[src/rtl/rwsc_pkg.sv]
// Purpose: Shared constants for the reset, wake and strap control block.
// Assumes: One 125 MHz system clock.
// Notes:   Counts are in cycles of clk_sys.
package rwsc_pkg;
  // ****************************************************************
  // Clock and strap decode
  // ****************************************************************
  localparam int unsigned REF_CLK_MHZ      = 25;
  localparam int unsigned SYS_CLK_MHZ      = 125;
  localparam int unsigned POR_TIME_NS      = 1000;
  localparam int unsigned POR_CYCLES       =
    (POR_TIME_NS * SYS_CLK_MHZ + 999) / 1000;
  localparam logic        STRAP_RST_VAL    = 1'b1;
  localparam logic        SPEED_10         = 1'b0;
  localparam logic        SPEED_100        = 1'b1;
  localparam logic        DUPLEX_HALF      = 1'b0;
  localparam logic [1:0]  SYNC_RST_VAL     = 2'h0;

  typedef enum {
    RWSC_RUN,
    RWSC_SLEEP
  } rwsc_pwr_t;
endpackage : rwsc_pkg

[src/rtl/rwsc_reset_sync.sv]
// Purpose: Reset release synchroniser with a power-on hold counter.
// Assumes: Asynchronous active-low reset in, clk_sys running.
// Notes:   Assertion is immediate, release is aligned to clk_sys.
`timescale 1ns/10ps
module rwsc_reset_sync #(
  parameter int unsigned HOLD = rwsc_pkg::POR_CYCLES
) (
  input  wire logic clk_sys,
  input  wire logic resetn,
  output logic      rstSyncN
);
  logic [1:0]  syncQ;
  logic [15:0] holdQ;
  wire         holdDone = (holdQ == 16'(HOLD));

  // ****************************************************************
  // Two-stage release, then a short power-on hold
  // ****************************************************************
  always_ff @(posedge clk_sys or negedge resetn) begin
    if (!resetn) begin
      syncQ <= rwsc_pkg::SYNC_RST_VAL;
    end else begin
      syncQ <= {syncQ[0], 1'b1};
    end
  end

  // The hold keeps rstSyncN low until holdQ reaches HOLD; it only runs after resetn has been low.
  always_ff @(posedge clk_sys or negedge resetn) begin
    if (!resetn) begin
      holdQ    <= 16'h0000;
      rstSyncN <= 1'b0;
    end else if (syncQ[1]) begin
      if (!holdDone) begin
        holdQ <= holdQ + 16'h0001;
      end
      rstSyncN <= holdDone;
    end
  end
endmodule : rwsc_reset_sync

[src/rtl/rwsc_top.sv]
// Purpose: Reset, wake indicator, write gating and speed strap control.
// Assumes: Host bus inputs are synchronous to clk_sys.
// Notes:   resetn models the external reset pin after its pull-up.
`timescale 1ns/10ps
module rwsc_top #(
  parameter int unsigned POR_HOLD = rwsc_pkg::POR_CYCLES
) (
  input  wire logic clk_sys,
  input  wire logic resetn,
  input  wire logic clkEn,
  input  wire logic chip_select_low,
  input  wire logic write_strobe_low,
  input  wire logic readStrobeN,
  input  wire logic speedStrap,
  input  wire logic sleepReq,
  input  wire logic wakeEvent,
  input  wire logic wakeEnable,
  input  wire logic wakeActiveHigh,
  input  wire logic wakeOpenDrain,
  output logic      wake_indicatorOut,
  output logic      wake_indicatorOe,
  output logic      writeAccept,
  output logic      inSleep,
  output logic      speed100,
  output logic      fullDuplex,
  output logic      autoNegEn,
  output logic      intRstN
);
  // ****************************************************************
  // Reset release
  // ****************************************************************
  logic rstN;

  rwsc_reset_sync #(
    .HOLD     (POR_HOLD)
  ) uRst (
    .clk_sys  (clk_sys),
    .resetn   (resetn),
    .rstSyncN (rstN)
  );

  // ****************************************************************
  // Host cycle decode
  // ****************************************************************
  // Both host cycles are a strobe qualified by the low chip select.
  function automatic logic qualifiedCycle(input logic selN,
                                          input logic strobeN);
    return !selN && !strobeN;
  endfunction : qualifiedCycle

  wire hostWrite = qualifiedCycle(chip_select_low, write_strobe_low);
  wire hostRead  = qualifiedCycle(chip_select_low, readStrobeN);

  rwsc_pkg::rwsc_pwr_t pwrQ;
  rwsc_pkg::rwsc_pwr_t pwrD;
  logic readSeenQ;
  logic strapQ;
  logic strapTakenQ;
  logic wakeAssertQ;

  // Only a write ends sleep; the wake event never does.
  always_comb begin
    pwrD = pwrQ;
    case (pwrQ)
      rwsc_pkg::RWSC_RUN: begin
        if (sleepReq) begin
          pwrD = rwsc_pkg::RWSC_SLEEP;
        end
      end
      rwsc_pkg::RWSC_SLEEP: begin
        if (hostWrite) begin
          pwrD = rwsc_pkg::RWSC_RUN;
        end
      end
      default: pwrD = rwsc_pkg::RWSC_RUN;
    endcase
  end

  wire sleepExit = (pwrQ == rwsc_pkg::RWSC_SLEEP) &&
                   (pwrD == rwsc_pkg::RWSC_RUN);
  // A read in the wake-up cycle itself still counts: the set wins.
  wire readSeenD = hostRead || (readSeenQ && !sleepExit);
  wire wakeOn    = wakeAssertQ;
  wire pinLevel  = wakeActiveHigh ? wakeOn : !wakeOn;

  // ****************************************************************
  // State registers
  // ****************************************************************
  always_ff @(posedge clk_sys or negedge rstN) begin
    if (!rstN) begin
      pwrQ      <= rwsc_pkg::RWSC_RUN;
      readSeenQ <= 1'b0;
    end else if (clkEn) begin
      pwrQ      <= pwrD;
      readSeenQ <= readSeenD;
    end
  end

  // Strap taken on the first enabled edge after release, then frozen.
  always_ff @(posedge clk_sys or negedge rstN) begin
    if (!rstN) begin
      strapQ      <= rwsc_pkg::STRAP_RST_VAL;
      strapTakenQ <= 1'b0;
    end else if (clkEn && !strapTakenQ) begin
      strapQ      <= speedStrap;
      strapTakenQ <= 1'b1;
    end
  end

  // Indicator holds until the device leaves sleep or is disabled.
  always_ff @(posedge clk_sys or negedge rstN) begin
    if (!rstN) begin
      wakeAssertQ <= 1'b0;
    end else if (clkEn) begin
      if (!wakeEnable || sleepExit) begin
        wakeAssertQ <= 1'b0;
      end else if (wakeEvent && pwrQ == rwsc_pkg::RWSC_SLEEP) begin
        wakeAssertQ <= 1'b1;
      end
    end
  end

  // ****************************************************************
  // Registered outputs
  // ****************************************************************
  always_ff @(posedge clk_sys or negedge rstN) begin
    if (!rstN) begin
      wake_indicatorOut <= 1'b0;
      wake_indicatorOe  <= 1'b0;
      writeAccept       <= 1'b0;
      inSleep           <= 1'b0;
      speed100          <= rwsc_pkg::SPEED_100;
      fullDuplex        <= rwsc_pkg::DUPLEX_HALF;
      autoNegEn         <= 1'b1;
      intRstN           <= 1'b0;
    end else if (clkEn) begin
      // Open drain only ever pulls low; high level comes from the pull-up.
      wake_indicatorOut <= wakeOpenDrain ? 1'b0 : pinLevel;
      wake_indicatorOe  <= wakeOpenDrain ? !pinLevel : 1'b1;
      writeAccept       <= hostWrite && readSeenQ &&
                           (pwrQ == rwsc_pkg::RWSC_RUN);
      inSleep           <= (pwrD == rwsc_pkg::RWSC_SLEEP);
      speed100          <= strapQ ? rwsc_pkg::SPEED_100
                                  : rwsc_pkg::SPEED_10;
      fullDuplex        <= rwsc_pkg::DUPLEX_HALF;
      autoNegEn         <= strapQ;
      intRstN           <= 1'b1;
    end
  end

  // ****************************************************************
  // Checks
  // ****************************************************************
  // Every check sleeps through reset, so no one sees reset values in $past.
  a_write_needs_read: assert property (
    @(posedge clk_sys) disable iff (!rstN)
    clkEn && hostWrite && !readSeenQ |=> !writeAccept)
    else $error("write accepted before any read");

  a_sleep_write_exit: assert property (
    @(posedge clk_sys) disable iff (!rstN)
    clkEn && pwrQ == rwsc_pkg::RWSC_SLEEP && hostWrite
      |=> pwrQ == rwsc_pkg::RWSC_RUN)
    else $error("write did not end sleep");

  a_wake_no_exit: assert property (
    @(posedge clk_sys) disable iff (!rstN)
    clkEn && pwrQ == rwsc_pkg::RWSC_SLEEP && !hostWrite
      |=> pwrQ == rwsc_pkg::RWSC_SLEEP)
    else $error("sleep left without a write");

  a_wake_sets: assert property (
    @(posedge clk_sys) disable iff (!rstN)
    clkEn && wakeEnable && wakeEvent && pwrQ == rwsc_pkg::RWSC_SLEEP
      && !hostWrite |=> wakeAssertQ)
    else $error("wake event not flagged");

  a_strap_frozen: assert property (
    @(posedge clk_sys) disable iff (!rstN)
    strapTakenQ |=> $stable(strapQ))
    else $error("strap changed after capture");

  a_strap_decode: assert property (
    @(posedge clk_sys) disable iff (!rstN)
    clkEn && strapTakenQ |=> speed100 == $past(strapQ)
      && autoNegEn == $past(strapQ) && !fullDuplex)
    else $error("default settings mismatch strap");

  a_pin_polarity: assert property (
    @(posedge clk_sys) disable iff (!rstN)
    clkEn && !wakeOpenDrain |=> wake_indicatorOe
      && wake_indicatorOut == $past(pinLevel))
    else $error("push-pull indicator level wrong");

  a_read_cleared: assert property (
    @(posedge clk_sys) disable iff (!rstN)
    clkEn && sleepExit && !hostRead |=> !readSeenQ)
    else $error("read flag kept across sleep exit");

  a_sleep_refuse: assert property (
    @(posedge clk_sys) disable iff (!rstN)
    clkEn && pwrQ == rwsc_pkg::RWSC_SLEEP |=> !writeAccept)
    else $error("write accepted while asleep");

  a_exit_clears_pin: assert property (
    @(posedge clk_sys) disable iff (!rstN)
    clkEn && sleepExit |=> !wakeAssertQ)
    else $error("indicator kept after sleep exit");

  a_freeze_state: assert property (
    @(posedge clk_sys) disable iff (!rstN)
    !clkEn |=> $stable(pwrQ) && $stable(readSeenQ) && $stable(wakeAssertQ)
      && $stable(writeAccept))
    else $error("state moved while clock enable low");
endmodule : rwsc_top

[config.mk]
export PLATFORM = sky130hd
export DESIGN_NAME = rwsc_top
export DESIGN_NICKNAME = d
export VERILOG_FILES = /design/src/rtl/rwsc_pkg.sv /design/src/rtl/rwsc_reset_sync.sv /design/src/rtl/rwsc_top.sv
export SDC_FILE = /design/constraint.sdc
export NUM_CORES = 1
export LEC_CHECK = 0
export ABC_AREA = 0
export BUFFER_PORTS_ARGS = -buffer_cell sky130_fd_sc_hd__buf_2
export CAP_MARGIN = 30
export CORE_MARGIN = 4
export CORE_UTILIZATION = 55
export CTS_CLUSTER_DIAMETER = 100
export DETAILED_ROUTE_END_ITERATION = 7
export HOLD_SLACK_MARGIN = 0.08
export PLACE_DENSITY = 0.74
export REMOVE_ABC_BUFFERS = 1
export SETUP_SLACK_MARGIN = 0.1
export SLEW_MARGIN = 20
export SYNTH_ARGS = -nofsm -noshare
export SYNTH_HDL_FRONTEND = slang
export SYNTH_HIERARCHICAL = 1
export SYNTH_SLANG_ARGS = --single-unit
[constraint.sdc]
create_clock -name clk_sys -period 2.76 [get_ports clk_sys]
set_input_delay 0.276 -clock clk_sys [delete_from_list [all_inputs] [get_ports clk_sys]]
set_output_delay 0.276 -clock clk_sys [all_outputs]
set_load 0.02 [all_outputs]
[After elaboration in Yosys (flattened, before gate mapping)]
Index checks and enable logic that the tools add are counted.
Widths: inputs -> output; s select.
Storage, ports and cells
  bits of input ports: 12
  bits in registers: 62
Cells by class
  multiplexer cells: 9
  reductions and logical operators: 24
  bitwise logic cells: 1
  eq/ne operators: 4
  $add $sub $neg: 1
Operator list (number)
  $logic_not 32->1: 3
  $eq 32x2->1 const B: 2
  $mux 32: 2
  $pmux 32 s2: 1
  $eq 32x1->1 const B: 1
  $add 16x1->16 const B: 1
  $eq 16x7->1 const B: 1
  $logic_and 1x1->1: 8
  $logic_not 1->1: 8
  $mux 1: 6
  $reduce_and 2->1: 2
  $logic_or 1x1->1: 2
  $reduce_bool 2->1: 1
  $not 1->1: 1

[Longest topological paths before layout]
  depth in word-level cells: 9
  depth in mapped cells: 6
  gate-level depth less buffers: 6

[Modules after synthesis]
Netlist, hierarchy kept.
By module, submodules not included
  rwsc_top: seq. area each 1053.5 sq um, times used 1, area an instance 1602.8 sq um, cells an instance 125
  rwsc_reset_sync: seq. area each 475.5 sq um, times used 1, area an instance 875.8 sq um, cells an instance 80

[Worst setup path after synthesis]
No wires, ideal clock.
  path type: register to register
  from: register pwrQ[12]
  to: register pwrQ[10]
  data arrival time: 1583 ps
  cell stages (with the launch flop): 6
  path buffers: 1
  slack: 1113 ps
  path through: dfrtp_1 -> nor4_1 -> nand4_1 -> o41ai_2 -> clkbuf_2 -> and2_2
On the way
  word-level cells in the longest chain between the ends: 2
Ends and longest elaborated chain
  from (decl): RTL line rwsc_top.sv:54  | rwsc_pkg::rwsc_pwr_t pwrQ;
  from (signal assigned): RTL line rwsc_top.sv:91  | pwrQ <= rwsc_pkg::RWSC_RUN;
  from (signal assigned): RTL line rwsc_top.sv:94  | pwrQ <= pwrD;
  $eq 32x1->1 or $logic_not 32->1 (tied branches): RTL line rwsc_top.sv:64  | case (pwrQ)
  $pmux 32 s2 *: RTL line rwsc_top.sv:64
Every way passes the cells marked *; elsewhere a longest branch is shown, timed or not.
A chain may end at the register's enable or synchronous reset.

[Worst setup path after layout]
  from: register pwrQ[9]
  to: register pwrQ[8]
Same word-level chain as after synthesis.

==> metrics.yaml <==
status: "finished, final reports clean"
min_path_type: "in2reg"
worstPathArrival_ns: 2.17
worst_slack_ns: 0.8543
wl_per_cell_um: 13.75
p_per_area_mw_per_mm2: 739.5
synthXorXnorAreaFrac_pct: 4.947
die_w_um: 75.13
ys_seq_area_share_pct: 61.69
start_util_pct: 56.93
cts_setup_buffers: 0
cp_top_family: "simple AND/OR/NAND/NOR gates"
hold_viol: 0
io_pins: 20
antenna_found_initial: 0
syn2layout_area_growth_pct: 14.13
cp_max_fo: 31
yosys.area.top_type: "dfrtp_1"
tns_ns: 0
cts_tree: "yes"
portBuffers: 18
wirelength_um: 3947
dp_hpwl_um: 2662
hp-start: "readStrobeN"
clock_path_buffers: 2
synth.area.top_cells: "dfrtp_1 60%, and2_2 5.5%, and2_1 3.3%"
core_area_sq_mm: 0.004354
drt_iter0_markers: 127
drive_above_1_share_pct: 27.66
root_buffer: "clkbuf_8"
place_congestion: 0.7655
grt_pass1_vias: 1444
drc: 0
worstMarginPinSlew_ns: 0.5329
synth_adder_area_share_pct: 1.010
relSlewSlack_pct: 64.40
via_per_inst: 5.303
nets: 244
clock_skew_ns: 0.008395
switching_share_pct: 24.85
clk_latency_ns: 0.33
synth_edf_count: 0
p_seq_share_pct: 49.7
ff2ff_setup_slack_ns: 0.85
synth.most_common_cell: "dfrtp_1"
stdcell_count: 287
track_usage_pct: 16.33
synth_top_cell_area_share_pct: 59.57
p_leak_nw: 1.381
critical_path_buf_inv_count: 1
drv_cap: 0
syn_inst: 205
synth_mux_area_share_pct: 2.221
reg2reg_from: "pwrQ[9]"
clock.fmax_mhz: 524.7
critPathKind: "reg2reg"
grt_pass1_wl_um: 6603
finalSetupViolCount: 0
rr_endpoint: "pwrQ[8]"
p_int_mw: 1.572
netSwitchingPower_uw: 519.9
yosysWarnings: 6
ys_seq_elements: 61
dp.cells: 270
n_antenna_cell: 0
reg2regPathDepth: 5
synth_flop_cell: "dfrtp_1"
critical_path.max_stage_delay_ns: 0.38
synth.avg_cell_area_sq_um: 12.09
rsz0062_at_grt: "false"
p_total_mw: 2.092
synthSimpleGateAreaFrac_pct: 23.42
async_flop_share_pct: 100.0
postCtsHoldBufs: 1
pwr-share-clk_pct: 39.2
dp_slack_ns: 0.8172
clock-sinks: 61
dieArea_sq_mm: 0.005645
vias: 1522
grt_max_degree: 43
clk_pin_slew_ns: 0.06
drtPass1Iterations: 4
drtAntennaViolNets: 0
ctsHtreeMaxLevel: 3
synth_top_family_by_area: "simple AND/OR/NAND/NOR gates"
hold_end: "readSeenQ"
netlist_area_sq_mm: 0.002479
crit_path_start_kind: "register"
cts_buffers: 9
fin_crit_sh_pct: 69.05
gr-total-overflow: 0
whs_path_depth: 4
utilization_pct: 64.97
maxSlewViolCount: 0
synth_compound_area_share_pct: 3.988
worstPathCellList: "nor4_1 > nand4_1 > o41ai_2 > buf_4 > and2_2"
ys_types: 43
required_ns: 3.03
end_kind: "register"
ir_drop_mv: 0.4645
slowest_stage: "dfrtp_1"
finalWorstPathRequiredPeriod_ns: 1.906
rows: 24
p_comb_share_pct: 11.1
dieHeight_um: 75.13
cts_resized: 0
synth_common_cells: "59 x dfrtp_1, 18 x and2_2, 13 x and2_1"
kinds of logic (layout without fill, tap and decap cells):
group	Yosys count	count (layout)
compound gates	12	12
xor+xnor	14	14
fa+ha+maj	2	2
buf+inv	13	43
flops	61	61
mux	5	5
other cells	2	2
simple gates	96	96
flip-flops by register name, indices dropped and copies added, names as in the netlist:
signal	count
pwrQ	32
uRst/holdQ	16
uRst/syncQ	2
inSleep	1
intRstN	1
readSeenQ	1
speed100	1
strapQ	1
strapTakenQ	1
uRst/rstSyncN	1
wakeAssertQ	1
wake_indicatorOe	1
wake_indicatorOut	1
writeAccept	1
layout by cell type, fill, tap and decap left out, drive strengths merged, types with 3 or more instances in the layout:
cell / synthesis / final
dfrtp: 59 / 59
nand2: 10 / 10
clkbuf: 4 / 11
nor4: 11 / 11
nand3: 7 / 7
xor2: 5 / 5
mux2: 4 / 4
nor2: 10 / 10
or2: 4 / 4
and2: 31 / 31
nor3: 5 / 5
buf: 3 / 20
nand4: 7 / 7
inv: 6 / 6
xnor2: 9 / 9
clkinv: 0 / 3
worst max-delay path by stage:
stage / start / end / slack (ns) / cells after the start
floorplan: pwrQ[12] / pwrQ[10] / 0.57 / 4
global placement: pwrQ[23] / pwrQ[4] / 0.90 / 5
detailed placement: pwrQ[10] / pwrQ[8] / 0.82 / 5
CTS: pwrQ[10] / pwrQ[8] / 0.81 / 5
global route: pwrQ[23] / pwrQ[8] / 0.71 / 5
finish: pwrQ[9] / pwrQ[8] / 0.85 / 5
metrics by stage:
| step | hold slack [ns] | area [sq um] |
|---|---|---|
| 2_1_floorplan | -0.01959 | 2441 |
| 3_3_place_gp | 0.2301 | 2613 |
| 3_5_place_dp | 0.2352 | 2613 |
| 4_1_cts | 0.1664 | 2829 |
| 5_1_grt | 0.1706 | 2829 |
| 6_report | 0.1845 | 2829 |
power by group through the flow:
stage | clock (mW) | combinational, mW | sequential, mW
after floorplan | 0 | 0.148 | 1.05
after global placement | 0 | 0.223 | 1.05
after detailed placement | 0 | 0.230 | 1.05
after CTS | 0.847 | 0.233 | 1.04
after global routing | 0.894 | 0.263 | 1.05
final | 0.821 | 0.232 | 1.04
routing by layer:
layer | vias up | wire length [um] | part of all wire, % | global-route usage, %
li1 | 753 | - | - | -
met1 | 727 | 1944 | 49 | 21.49
met2 | 33 | 1735 | 44 | 22.92
met3 | 9 | 175 | 4.4 | 6.275
met4 | 0 | 92 | 2.3 | 9.709
met5 | - | 0 | 0 | 0
worst register-to-register path, cell delays in order, from the launching register on:
cell,delay (ns)
dfrtp_1,0.38
nor4_1,0.38
nand4_1,0.24
o41ai_2,0.38
buf_4,0.29
and2_2,0.18
final cells by class:
type	count	area [sq um]
sequential	61	1530
fill	341	1525
multi-input combinational	131	889.6
clock buffer	11	131.4
timing repair buffer	21	115.1
clock inverter	5	75.07
tap	52	65.06
inverter	6	22.52
No activity file was read; power rests on OpenSTA's default activity.
